$ cat src/pcr_pkg.sv
package pcr_pkg;

    // two banks: index 0 system synthesizer, index 1 usb synthesizer
    localparam int PCR_NUM_BANKS = 2;
    localparam logic [1:0][31:0] PCR_BASE = {32'h4002_c000, 32'h4002_8000};

    // word offsets inside a bank
    localparam logic [3:0] PCR_OFF_CTRL = 4'h0;
    localparam logic [3:0] PCR_OFF_PWR = 4'h4;
    localparam logic [3:0] PCR_OFF_FBDIV = 4'h8;
    localparam logic [3:0] PCR_OFF_POST = 4'hc;

    // field positions
    localparam int PCR_LOCK_BIT = 31;
    localparam int PCR_BYPASS_BIT = 8;
    localparam int PCR_REFDIV_LSB = 0;
    localparam int PCR_OSC_PD_BIT = 5;
    localparam int PCR_POST_PD_BIT = 3;
    localparam int PCR_SDM_PD_BIT = 2;
    localparam int PCR_MAIN_PD_BIT = 0;
    localparam int PCR_FBDIV_LSB = 0;
    localparam int PCR_PD1_LSB = 16;
    localparam int PCR_PD2_LSB = 12;

    // values after reset
    localparam logic [5:0] PCR_RST_REFDIV = 6'h01;
    localparam logic PCR_RST_BYPASS = 1'h0;
    localparam logic PCR_RST_PWR = 1'h1;
    localparam logic [11:0] PCR_RST_FBDIV = 12'h000;
    localparam logic [2:0] PCR_RST_POSTDIV = 3'h7;

    // settling time of the loop model
    localparam int PCR_CLK_PERIOD_NS = 100;
    localparam int PCR_LOCK_TIME_NS = 1000;
    localparam int PCR_LOCK_CYCLES =
        (PCR_LOCK_TIME_NS + PCR_CLK_PERIOD_NS - 1) / PCR_CLK_PERIOD_NS;
    localparam logic [7:0] PCR_LOCK_LAST = 8'(PCR_LOCK_CYCLES - 1);

    typedef enum logic [2:0] {
        PCR_LK_OFF = 3'h1,
        PCR_LK_SETTLE = 3'h2,
        PCR_LK_LOCKED = 3'h4
    } pcr_lock_st_t;

    typedef struct packed {
        logic [31:0] addr;
        logic [31:0] wdata;
        logic wr;
        logic rd;
    } pcr_bus_t;

    typedef struct packed {
        logic [5:0] refdiv;
        logic bypass;
        logic osc_pd;
        logic post_pd;
        logic sdm_pd;
        logic main_pd;
        logic [11:0] fbdiv;
        logic [2:0] pd1;
        logic [2:0] pd2;
        pcr_lock_st_t lock_st;
        logic [7:0] lock_cnt;
        logic [5:0] ref_cnt;
        logic cmp_ref;
        logic [5:0] post_cnt;
        logic osc_div;
        logic synth;
    } pcr_bank_t;

endpackage

$ cat src/pcr_synth_regs.sv
// Chosen here: the plain strobed port.
module pcr_synth_regs (
    input wire logic i_clk,
    input wire logic i_rst,
    input wire logic i_ce,
    input wire pcr_pkg::pcr_bus_t i_bus,
    input wire logic i_ref_clk,
    output logic [31:0] o_rdata,
    output logic [pcr_pkg::PCR_NUM_BANKS-1:0] o_synth_clk,
    output logic [pcr_pkg::PCR_NUM_BANKS-1:0] o_cmp_ref,
    output logic [pcr_pkg::PCR_NUM_BANKS-1:0] o_lock
);
    import pcr_pkg::*;

    typedef struct packed {
        logic ref_s1;
        logic ref_s2;
        logic ref_prev;
        logic [31:0] rdata;
        pcr_bank_t [PCR_NUM_BANKS-1:0] bank;
    } pcr_state_t;

    pcr_state_t st_r;
    pcr_state_t st_nxt;
    logic [PCR_NUM_BANKS-1:0][31:0] rd_word;

    // address hit on one bank; misaligned addresses never hit
    function automatic logic bank_hit(input logic [31:0] a, input logic [31:0] base);
        return (a[31:4] == base[31:4]) && (a[1:0] == 2'h0);
    endfunction

    // read view of one bank; reserved bits read zero
    function automatic logic [31:0] reg_word(input pcr_bank_t b, input logic [3:0] off);
        logic [31:0] w;
        w = 32'h0000_0000;
        case (off)
            PCR_OFF_CTRL: begin
                w[PCR_LOCK_BIT] = (b.lock_st == PCR_LK_LOCKED);
                w[PCR_BYPASS_BIT] = b.bypass;
                w[PCR_REFDIV_LSB +: 6] = b.refdiv;
            end
            PCR_OFF_PWR: begin
                w[PCR_OSC_PD_BIT] = b.osc_pd;
                w[PCR_POST_PD_BIT] = b.post_pd;
                w[PCR_SDM_PD_BIT] = b.sdm_pd;
                w[PCR_MAIN_PD_BIT] = b.main_pd;
            end
            PCR_OFF_FBDIV: begin
                w[PCR_FBDIV_LSB +: 12] = b.fbdiv;
            end
            PCR_OFF_POST: begin
                w[PCR_PD1_LSB +: 3] = b.pd1;
                w[PCR_PD2_LSB +: 3] = b.pd2;
            end
            default: begin
                w = 32'h0000_0000;
            end
        endcase
        return w;
    endfunction

    // one read view per bank
    generate
        for (genvar g = 0; g < PCR_NUM_BANKS; g++) begin : g_bank
            assign rd_word[g] = reg_word(st_r.bank[g], i_bus.addr[3:0]);
            assign o_synth_clk[g] = st_r.bank[g].synth;
            assign o_cmp_ref[g] = st_r.bank[g].cmp_ref;
            assign o_lock[g] = (st_r.bank[g].lock_st == PCR_LK_LOCKED);
        end
    endgenerate

    assign o_rdata = st_r.rdata;

    // next state of the whole block
    always_comb begin
        logic ref_rise;
        logic reprog;
        logic powered;
        logic osc_run;
        logic [5:0] post_div;
        logic [5:0] ref_last;
        pcr_bank_t nb;
        ref_rise = 1'b0;
        reprog = 1'b0;
        powered = 1'b0;
        osc_run = 1'b0;
        post_div = 6'h00;
        ref_last = 6'h00;
        nb = st_r.bank[0];
        st_nxt = st_r;

        // reference pin passes two flops before anything looks at it
        st_nxt.ref_s1 = i_ref_clk;
        st_nxt.ref_s2 = st_r.ref_s1;
        st_nxt.ref_prev = st_r.ref_s2;
        ref_rise = st_r.ref_s2 & ~st_r.ref_prev;

        // read data stands for one cycle only; unmapped reads give zero
        st_nxt.rdata = 32'h0000_0000;
        if (i_bus.rd) begin
            for (int b = 0; b < PCR_NUM_BANKS; b++) begin
                if (bank_hit(i_bus.addr, PCR_BASE[b])) begin
                    st_nxt.rdata = rd_word[b];
                end
            end
        end

        for (int b = 0; b < PCR_NUM_BANKS; b++) begin
            nb = st_r.bank[b];
            reprog = 1'b0;

            // register writes; lock bit is not writable
            if (i_bus.wr && bank_hit(i_bus.addr, PCR_BASE[b])) begin
                case (i_bus.addr[3:0])
                    PCR_OFF_CTRL: begin
                        nb.refdiv = i_bus.wdata[PCR_REFDIV_LSB +: 6];
                        nb.bypass = i_bus.wdata[PCR_BYPASS_BIT];
                        reprog = 1'b1;
                    end
                    PCR_OFF_PWR: begin
                        nb.osc_pd = i_bus.wdata[PCR_OSC_PD_BIT];
                        nb.post_pd = i_bus.wdata[PCR_POST_PD_BIT];
                        nb.sdm_pd = i_bus.wdata[PCR_SDM_PD_BIT];
                        nb.main_pd = i_bus.wdata[PCR_MAIN_PD_BIT];
                    end
                    PCR_OFF_FBDIV: begin
                        // integer only, no fractional part exists
                        nb.fbdiv = i_bus.wdata[PCR_FBDIV_LSB +: 12];
                        reprog = 1'b1;
                    end
                    PCR_OFF_POST: begin
                        nb.pd1 = i_bus.wdata[PCR_PD1_LSB +: 3];
                        nb.pd2 = i_bus.wdata[PCR_PD2_LSB +: 3];
                    end
                    default: begin
                        reprog = 1'b0;
                    end
                endcase
            end

            // loop model: settles only with main and oscillator powered
            powered = ~nb.main_pd & ~nb.osc_pd;
            case (st_r.bank[b].lock_st)
                PCR_LK_OFF: begin
                    nb.lock_cnt = 8'h00;
                    if (powered) begin
                        nb.lock_st = PCR_LK_SETTLE;
                    end
                end
                PCR_LK_SETTLE: begin
                    if (!powered) begin
                        nb.lock_st = PCR_LK_OFF;
                        nb.lock_cnt = 8'h00;
                    end else if (reprog) begin
                        nb.lock_cnt = 8'h00;
                    end else if (st_r.bank[b].lock_cnt == PCR_LOCK_LAST) begin
                        nb.lock_st = PCR_LK_LOCKED;
                        nb.lock_cnt = 8'h00;
                    end else begin
                        nb.lock_cnt = st_r.bank[b].lock_cnt + 8'h01;
                    end
                end
                PCR_LK_LOCKED: begin
                    nb.lock_cnt = 8'h00;
                    if (!powered) begin
                        nb.lock_st = PCR_LK_OFF;
                    end else if (reprog) begin
                        // divider change makes the output unusable until relock
                        nb.lock_st = PCR_LK_SETTLE;
                    end
                end
                default: begin
                    nb.lock_st = PCR_LK_OFF;
                    nb.lock_cnt = 8'h00;
                end
            endcase

            // reference divider, counts synchronised rising edges;
            // a zero divider behaves as one, its value is undefined anyway
            ref_last = (nb.refdiv == 6'h00) ? 6'h00 : nb.refdiv - 6'h01;
            if (nb.main_pd) begin
                nb.ref_cnt = 6'h00;
                nb.cmp_ref = 1'b0;
            end else if (ref_rise) begin
                if (st_r.bank[b].ref_cnt >= ref_last) begin
                    nb.ref_cnt = 6'h00;
                    nb.cmp_ref = ~st_r.bank[b].cmp_ref;
                end else begin
                    nb.ref_cnt = st_r.bank[b].ref_cnt + 6'h01;
                end
            end

            // oscillator modelled as one tick per clock, then post dividers;
            // it runs whatever bypass says so switching back is instant
            osc_run = ~nb.main_pd & ~nb.osc_pd & ~nb.post_pd;
            post_div = {3'h0, nb.pd1} * {3'h0, nb.pd2};
            if (!osc_run) begin
                nb.post_cnt = 6'h00;
                nb.osc_div = 1'b0;
            end else if (st_r.bank[b].post_cnt >= post_div - 6'h01) begin
                nb.post_cnt = 6'h00;
                nb.osc_div = ~st_r.bank[b].osc_div;
            end else begin
                nb.post_cnt = st_r.bank[b].post_cnt + 6'h01;
            end

            // single primary output; the mux may glitch on a bypass change
            if (nb.bypass) begin
                nb.synth = st_r.ref_s2;
            end else begin
                nb.synth = nb.osc_div & osc_run;
            end

            st_nxt.bank[b] = nb;
        end
    end

    // one register for all state; clock enable freezes everything except the reset, which loads even with i_ce low
    always_ff @(posedge i_clk) begin
        if (i_rst) begin
            st_r.ref_s1 <= 1'b0;
            st_r.ref_s2 <= 1'b0;
            st_r.ref_prev <= 1'b0;
            st_r.rdata <= 32'h0000_0000;
            for (int b = 0; b < PCR_NUM_BANKS; b++) begin
                st_r.bank[b].refdiv <= PCR_RST_REFDIV;
                st_r.bank[b].bypass <= PCR_RST_BYPASS;
                st_r.bank[b].osc_pd <= PCR_RST_PWR;
                st_r.bank[b].post_pd <= PCR_RST_PWR;
                st_r.bank[b].sdm_pd <= PCR_RST_PWR;
                st_r.bank[b].main_pd <= PCR_RST_PWR;
                st_r.bank[b].fbdiv <= PCR_RST_FBDIV;
                st_r.bank[b].pd1 <= PCR_RST_POSTDIV;
                st_r.bank[b].pd2 <= PCR_RST_POSTDIV;
                st_r.bank[b].lock_st <= PCR_LK_OFF;
                st_r.bank[b].lock_cnt <= 8'h00;
                st_r.bank[b].ref_cnt <= 6'h00;
                st_r.bank[b].cmp_ref <= 1'b0;
                st_r.bank[b].post_cnt <= 6'h00;
                st_r.bank[b].osc_div <= 1'b0;
                st_r.bank[b].synth <= 1'b0;
            end
        end else if (i_ce) begin
            st_r <= st_nxt;
        end
    end

endmodule

$ cat config.mk
export PLATFORM = sky130hd
export DESIGN_NAME = pcr_synth_regs
export DESIGN_NICKNAME = d
export VERILOG_FILES = /design/src/pcr_pkg.sv /design/src/pcr_synth_regs.sv
export SDC_FILE = /design/constraint.sdc
export NUM_CORES = 1
export LEC_CHECK = 0
export BUFFER_PORTS_ARGS = -buffer_cell sky130_fd_sc_hd__buf_4
export CAP_MARGIN = 20
export CORE_ASPECT_RATIO = 0.75
export CORE_MARGIN = 2
export CORE_UTILIZATION = 60
export CTS_BUF_LIST = sky130_fd_sc_hd__clkbuf_8
export CTS_CLUSTER_DIAMETER = 120
export DETAILED_ROUTE_END_ITERATION = 16
export PLACE_DENSITY = 0.93
export SLEW_MARGIN = 20
export SYNTH_ARGS = -nofsm -noshare
export SYNTH_HDL_FRONTEND = slang
export SYNTH_SLANG_ARGS = --single-unit
$ cat constraint.sdc
create_clock -name i_clk -period 5.9 [get_ports i_clk]
set_input_delay 0 -clock i_clk [delete_from_list [all_inputs] [get_ports i_clk]]
set_output_delay 0 -clock i_clk [all_outputs]
set_load 0.005 [all_outputs]
==> out/summary.md, run 1 <==
### Synth
- 31.13% — sequential area share after synthesis
- 0% — share of flip-flops with an asynchronous set or reset after synthesis
- 2.992% — post-synthesis share of cell area spent on xor and xnor gates
- sky130_fd_sc_hd__dfxtp_1 — most common cell in the synthesized netlist
- 1029 — number of cells produced by synthesis
- 31.13% — area share of the leading cell type in the synthesized netlist
- 9.300% — multiplexer fraction of the synthesized cell area
- sky130_fd_sc_hd__dfxtp_1 31%, sky130_fd_sc_hd__ha_1 7.7%, sky130_fd_sc_hd__mux2i_1 5.9% — Area contributors post-synth
- 8489 sq um — cell area after synthesis
- 64 — number of distinct library cells after synthesis
- sky130_fd_sc_hd__dfxtp_1 — flip-flop cell with the highest count after synthesis
- sky130_fd_sc_hd__dfxtp_1 — leading area contributor after synthesis
- 8.607% — Post-Synth Adder-Cell Area
- 0 — EDFF count, synth
- 8.250 sq um — per-instance average area after synthesis
- 132 x sky130_fd_sc_hd__dfxtp_1, 122 x sky130_fd_sc_hd__nand2_1, 78 x sky130_fd_sc_hd__nor2_1 — Commonest cells post-synth
- 132 — post-synthesis sequential element count
- 15.67% — Synth Area in Compound Gates
- simple AND/OR/NAND/NOR gates — largest family of logic cells by synthesized area
- 24.91% — Post-Synth Simple-Gate Area
- 0 — Yosys warnings

### Global route
- 0 — remaining global-route overflow
- 7427 — number of global-route vias before repair
- 69 — largest net degree at the start of global routing
- met2 — most crowded layer after global routing
- 36.34 mm — first-pass GRT wire length
- 6.655% — met3 Usage GRT
- 29.72% — global router's overall resource usage
- 48.37% — global-route track usage on met2
- 0 — antenna violations before repair
- 38.69% — met1 Resource Use GR

### Critical path
- st_r[28]$_SDFFE_PP1P_ — worst r2r src
- 5.86 ns — Arrival @ worst endpoint
- 0.57 ns — Critical Path Max Stage Delay
- 18 — logic depth of the worst register-to-register path
- 1.69 ns — slack of the worst reg-to-reg path
- 6.29 ns — required time at the endpoint of the critical path
- input port to register — critical path class
- sky130_fd_sc_hd__fa_1 — cell with the biggest individual delay on the critical path
- input port — crit path launch type
- dlygate4sd3_1 -> buf_4 -> nor2_1 -> nand4_4 -> nor3_1 -> and3_1 -> a31oi_1 -> ha_1 -> inv_1 -> fa_1 -> inv_1 -> fa_1 -> inv_1 -> a21o_1 -> a21oi_1 -> xor2_1 -> ha_1 -> and3_1 -> a21oi_1 -> o211ai_1 -> nor2_2 -> nand4b_1 -> a21oi_1 — CP Cell Sequence
- register — category of the worst setup path capture point
- 11 — largest fanout of any net on the critical path
- i_bus[34] — Worst Setup SP

### Placed design
- 0.9088 — global placement routability congestion
- 80 — # port buffers
- 14.81 mm — DP Wirelength

### Pwr
- 199.4 nW/um^2 — power per unit of standard cell area
- 28.75% — net switching fraction of the power
- 0.0005498 W — switching power of the nets
- 44.9% — Clock power frac
- 154.5 uV — largest vdd supply drop
- 8.1% — combinational share of power
- 3.905 nW — leakage power total
- 0.001362 W — internal power
- 47.0% — share of power burned in registers

### Layout
- 69.75% — fin util
- 0 — antenna diode instance count
- 12.97% — Area Growth Syn to Fin
- 15.05% — layout cell share with drive strength beyond 1
- 1203 — number of nets in the layout
- 993 — Fillers

### CTS
- sky130_fd_sc_hd__clkbuf_8 — root cell of the clock tree
- 2 — buffer levels on the longest clock path
- 4 — H-tree lvl count
- 17 — CTS buffer count
- 0 — Post-CTS Setup Repair Bufs
- 0.09 ns — clock-pin slew reported for the worst setup and hold paths after clock tree synthesis
- 0.47 ns — worst skew pair latency
- done — TritonCTS clock tree
- 132 — clock sink count

### Floorplanning
- 107.0 um — Die H
- 37 — Std-Cell Rows
- 15130 sq um — Die ar.
- 61.74% — Initial Utilization
- 13750 sq um — total core area
- 108 — boundary pin count
- 141.4 um — width of the die

### Worst hold path
- input port to register — class of the tightest hold or removal check
- i_bus[1] — hold path startpoint
- 4 — Hold Path Cell Cnt

### Detailed routing
- 17.93 um — wire length per cell
- 0 — post-detailed-route DRC marker count
- 862 — number of DRC markers after the initial detailed-route iteration
- 22.69 mm — WL final
- 0 — Post-DRT Antenna Nets
- 9 — detailed-routing iteration count for the pre-antenna-repair pass
- 6.315 — via density per instance
- 7988 — via count

### Timing
- 0 — hold violation total from the final report
- 0.9202 ns — worst slew pin tran
- 5.473 ns — minimum clock period
- 0 — max-slew violations
- 0 ns — Total Neg Setup Slack
- 0 — Finish-stage setup viols
- 92.77% — Tcrit/Tclk final
- 0.01240 ns — Fin Clk Skew
- no — RSZ-0062 raised after global routing
- 0.1827 GHz — timing-limited maximum frequency
- 38.58% — max-slew headroom at the worst pin

### Outcome
- finished, final reports clean — outcome

### Job
- 0 — max-cap violations

-- cell usage in the layout, fill, tap and decap left out, types with 7 or more instances in the layout --
master                            n
sky130_fd_sc_hd__inv_1           38
sky130_fd_sc_hd__a21o_1          16
sky130_fd_sc_hd__mux2_2          21
sky130_fd_sc_hd__and3_1          32
sky130_fd_sc_hd__clkbuf_8        17
sky130_fd_sc_hd__o21ai_0         44
sky130_fd_sc_hd__a22oi_1         12
sky130_fd_sc_hd__xnor2_1         10
sky130_fd_sc_hd__nor2b_1          9
sky130_fd_sc_hd__buf_4           84
sky130_fd_sc_hd__nand3_1         44
sky130_fd_sc_hd__a21oi_1         66
sky130_fd_sc_hd__xor2_1          19
sky130_fd_sc_hd__a211o_1         15
sky130_fd_sc_hd__nor3_1          23
sky130_fd_sc_hd__conb_1          13
sky130_fd_sc_hd__o22ai_1          7
sky130_fd_sc_hd__nand2_1        122
sky130_fd_sc_hd__dlygate4sd3_1   24
sky130_fd_sc_hd__nand2b_1        15
sky130_fd_sc_hd__mux2i_1         50
sky130_fd_sc_hd__inv_8            7
sky130_fd_sc_hd__nor2_1          77
sky130_fd_sc_hd__a31oi_1         17
sky130_fd_sc_hd__dfxtp_1        132
sky130_fd_sc_hd__nor3b_1         10
sky130_fd_sc_hd__ha_1            52
-- cells by family after synthesis --
family | count (synthesis)
buffers and inverters | 129
muxes | 74
other | 1
DFF | 132
and+or+nand+nor | 396
adders and majority gates | 56
AOI/OAI and AO/OA | 212
xor gates and xnor gates | 29
-- through the flow --
stage | power, W | std cells | hold slack [ns] | area [sq um] | worst slack, ns
floorplan | 0.001001 | 1041 | 0.1405 | 8534 | 1.400
global placement | 0.001051 | 1209 | 0.2415 | 8902 | 0.8082
detailed placement | 0.001054 | 1209 | 0.2637 | 8902 | 0.5153
CTS | 0.001904 | 1265 | 0.06214 | 9583 | 0.4162
global route | 0.001963 | 1265 | 0.1362 | 9590 | 0.1281
finish | 0.001912 | 1265 | 0.1254 | 9590 | 0.4268
-- sequential cells by signal (all words and copies together), names as in the netlist --
register and count:
st_r 107, st_nxt 2, o_synth_clk 2, o_cmp_ref 2
o_rdata 19
-- cell type report --
type	count	area, sq um	area share (%)
Inverter	38	142.6	1.487
Timing Repair Buffer	108	870.8	9.080
Clock inverter	15	206.4	2.153
Tap cell	175	219.0	2.283
Multi-Input combinational cell	780	5275	55.00
Clock buffer	17	234.0	2.440
Sequential cell	132	2643	27.55
-- worst max-delay path: cells and delay by family --
family	cells	cell delay [ns]
compound gates	6	0.86
xor+xnor	1	0.15
simple gates	7	2.28
fa+ha+maj	4	1.65
buf+inv	5	0.91
-- power by group through the flow --
stage	logic, W	clock network (W)	registers [W]
floorplan	0.0000838	0	0.000917
global placement	0.000132	0	0.000918
detailed placement	0.000135	0	0.000919
CTS	0.000149	0.000857	0.000898
global route	0.000163	0.000901	0.000899
finish	0.000155	0.000859	0.000898
-- final timing paths --
kind / endpoint
worst max register to register: st_r[4]$_SDFFE_PP0P_
worst min register to register: st_r[94]$_SDFFE_PP0P_
worst min-delay path: st_r[101]$_SDFFE_PP1P_
worst max-delay path: st_r[4]$_SDFFE_PP0P_
-- layer usage --
layer | part of all wire [%] | routed length [um] | vias up
met5 | 0 | 0 | -
met4 | 2.9 | 663 | 0
met3 | 9.7 | 2206 | 87
met2 | 47 | 10590 | 469
met1 | 41 | 9224 | 3726
li1 | - | - | 3706
-- what timing repair did --
action | in CTS | in global routing
setup endpoints to repair | 0 | 6
gates resized for setup | 0 | 2
hold buffers | 24 | 0
hold endpoints to repair | 81 | 0
Note: power is estimated with default switching activity, not from simulation.
==> inputs of run 2 (changes only) <==
ABC_AREA = 1   (was default)
==> run 2 against run 1 <==
Register-to-register slack got worse by 0.05 ns. Sequential share of layout area fell by 0.27 points. Non-clock buffer count fell by 7. Die area rose by 2.1%. Maximum frequency rose by 13%. Synthesized area rose by 2.1%. Synthesized cell count rose by 22%. Largest cell class unchanged.
==> out/summary.md, run 2 <==
### Floorplanning
- 108.1 um — Die H
- 38 — Std-Cell Rows
- 108 — boundary pin count
- 15440 sq um — Die ar.
- 60.59% — Initial Utilization
- 14310 sq um — total core area
- 142.8 um — width of the die

### Global route
- 0 — remaining global-route overflow
- 36.87 mm — first-pass GRT wire length
- 7990 — number of global-route vias before repair
- 60 — largest net degree at the start of global routing
- 0 — antenna violations before repair
- 29.56% — global router's overall resource usage

### CTS
- done — TritonCTS clock tree
- 0 — Resized Gates After CTS
- 0.46 ns — worst skew pair latency
- 132 — clock sink count
- 4 — H-tree lvl count
- sky130_fd_sc_hd__clkbuf_8 — root cell of the clock tree
- 17 — CTS buffer count
- 2 — buffer levels on the longest clock path
- 0.09 ns — clock-pin slew reported for the worst setup and hold paths after clock tree synthesis

### Layout
- 2643 sq um — Register Area
- 1432 — number of nets in the layout
- 4935 sq um — area used by multi-input combinational logic
- 1134 — Fillers
- 107 — max reg flops
- 240 x sky130_fd_sc_hd__nand2_1, 174 x sky130_fd_sc_hd__inv_1, 132 x sky130_fd_sc_hd__dfxtp_1 — commonest non-fill, non-tap cells in the layout
- 0 — antenna diode instance count
- sky130_fd_sc_hd__nand2_1 — most common cell after layout, fill and taps aside
- 14.03% — layout cell share with drive strength beyond 1
- st_r — Top reg by flops
- 11.69% — Area Growth Syn to Fin

### Detailed routing
- 22.88 mm — WL final
- 1128 — number of DRC markers after the initial detailed-route iteration
- 15.07 um — wire length per cell
- 0 — Post-DRT Antenna Nets
- 9 — detailed-routing iteration count for the pre-antenna-repair pass
- 8702 — via count
- 5.729 — via density per instance
- 0 — post-detailed-route DRC marker count

### Placed design
- 0.9405 — global placement routability congestion
- 15.95 mm — DP Wirelength
- 80 — # port buffers

### Outcome
- finished, final reports clean — outcome

### Timing
- 0.6848 ns — worst slew pin tran
- 0.2055 GHz — timing-limited maximum frequency
- 0 — hold violation total from the final report
- 54.30% — max-slew headroom at the worst pin
- 0 — Finish-stage setup viols
- 0 ns — Total Neg Setup Slack
- 4.865 ns — minimum clock period
- 0 — max-slew violations
- no — RSZ-0062 raised after global routing
- 82.46% — Tcrit/Tclk final
- 0.01930 ns — Min Hold Slack
- 0.01274 ns — Fin Clk Skew

### Critical path
- 6.23 ns — required time at the endpoint of the critical path
- 5 — Buf+Inv Stages, Crit Path
- register — category of the worst setup path capture point
- simple AND/OR/NAND/NOR gates — cell class contributing the biggest share of worst-path delay
- 5.20 ns — Arrival @ worst endpoint
- sky130_fd_sc_hd__fa_1 — cell with the biggest individual delay on the critical path
- input port — crit path launch type
- 13 — largest fanout of any net on the critical path
- 0.57 ns — Critical Path Max Stage Delay
- input port to register — critical path class

### Synth
- 0 — Yosys warnings
- 51 — number of distinct library cells after synthesis
- sky130_fd_sc_hd__nand2_1 — most common cell in the synthesized netlist
- 132 — post-synthesis sequential element count
- 0% — share of flip-flops with an asynchronous set or reset after synthesis
- 6.920 sq um — per-instance average area after synthesis
- 30.48% — area share of the leading cell type in the synthesized netlist
- sky130_fd_sc_hd__dfxtp_1 30%, sky130_fd_sc_hd__nand2_1 10%, sky130_fd_sc_hd__inv_1 7.5% — Area contributors post-synth
- 240 x sky130_fd_sc_hd__nand2_1, 174 x sky130_fd_sc_hd__inv_1, 132 x sky130_fd_sc_hd__dfxtp_1 — Commonest cells post-synth
- sky130_fd_sc_hd__dfxtp_1 — leading area contributor after synthesis
- 0 — EDFF count, synth
- 8671 sq um — cell area after synthesis
- 1253 — number of cells produced by synthesis
- sky130_fd_sc_hd__dfxtp_1 — flip-flop cell with the highest count after synthesis
- 30.48% — sequential area share after synthesis

### Pwr
- 0.002281 W — total power after layout
- 235.6 nW/um^2 — power per unit of standard cell area
- 144.1 uV — largest vdd supply drop
- 4.333 nW — leakage power total

### Job
- 0 — max-cap violations

### Worst hold path
- input port to register — class of the tightest hold or removal check

-- run 2: worst register-to-register path: cells and delay by family (launching register included) --
kind | cells | cell delay, ns
compound gates | 5 | 0.71
xor+xnor | 1 | 0.15
fa+ha+maj | 4 | 1.61
buf+inv | 3 | 0.19
flops | 1 | 0.39
simple gates | 7 | 1.09
-- run 2: worst paths after layout --
check | from | endpoint | slack, ns | depth (start not counted)
max | i_bus[65] | o_synth_clk[1]$_SDFFE_PP0P_ | 1.03 | 28
min | i_bus[15] | st_r[27]$_SDFFE_PP1P_ | 0.02 | 4
max reg2reg | st_r[84]$_SDFFE_PP1P_ | o_synth_clk[1]$_SDFFE_PP0P_ | 1.64 | 20
min reg2reg | st_r[91]$_SDFFE_PP0P_ | st_r[91]$_SDFFE_PP0P_ | 0.47 | 2
-- run 2: what timing repair did --
item	in CTS	in global routing
hold buffers	15	0
hold endpoints to repair	54	0
setup endpoints to repair	0	0
buffers inserted	0	0
-- run 2: kinds of logic after synthesis --
group                    after synthesis  share of synthesized area [%]
adder cells (fa/ha/maj)               56                          8.427
buffers and inverters                261                          13.13
XOR/XNOR                              29                          2.929
AND/OR/NAND/NOR                      494                          26.26
flip-flops                           132                          30.48
other                                  1                        0.04325
AO/OA/AOI/OAI                        280                          18.73
-- run 2: power breakdown --
part           internal (W)  switching (W)
Sequential         0.000927      0.0000297
Clock              0.000309       0.000423
Combinational      0.000224       0.000368
-- run 2: stage by stage --
| stage | setup WS [ns] | cells | instance area, sq um | util (%) |
|---|---|---|---|---|
| 3_3_place_gp | 0.8911 | 1471 | 9149 | 63.93 |
| 4_1_cts | 1.102 | 1518 | 9669 | 67.56 |
| 6_report | 1.035 | 1519 | 9684 | 67.67 |
| 5_1_grt | 0.7830 | 1519 | 9684 | 67.67 |
| 3_5_place_dp | 0.7124 | 1471 | 9149 | 63.93 |
| 2_1_floorplan | 1.411 | 1265 | 8716 | - |
-- run 2: per-layer routing --
layer	track usage [%]	wire, um	share of wire, %
met5	0	0	0
met4	10.33	569	2.5
met3	7.440	2380	10
met2	48.56	10400	45
met1	38.05	9536	42
-- run 2: final cells by class --
cell class | instances | area share [%]
clock inverter | 15 | 1.408
timing repair buffer | 101 | 8.295
tap | 200 | 2.584
sequential | 132 | 27.29
inverter | 182 | 7.054
clock buffer | 17 | 2.416
multi-input combinational | 872 | 50.96
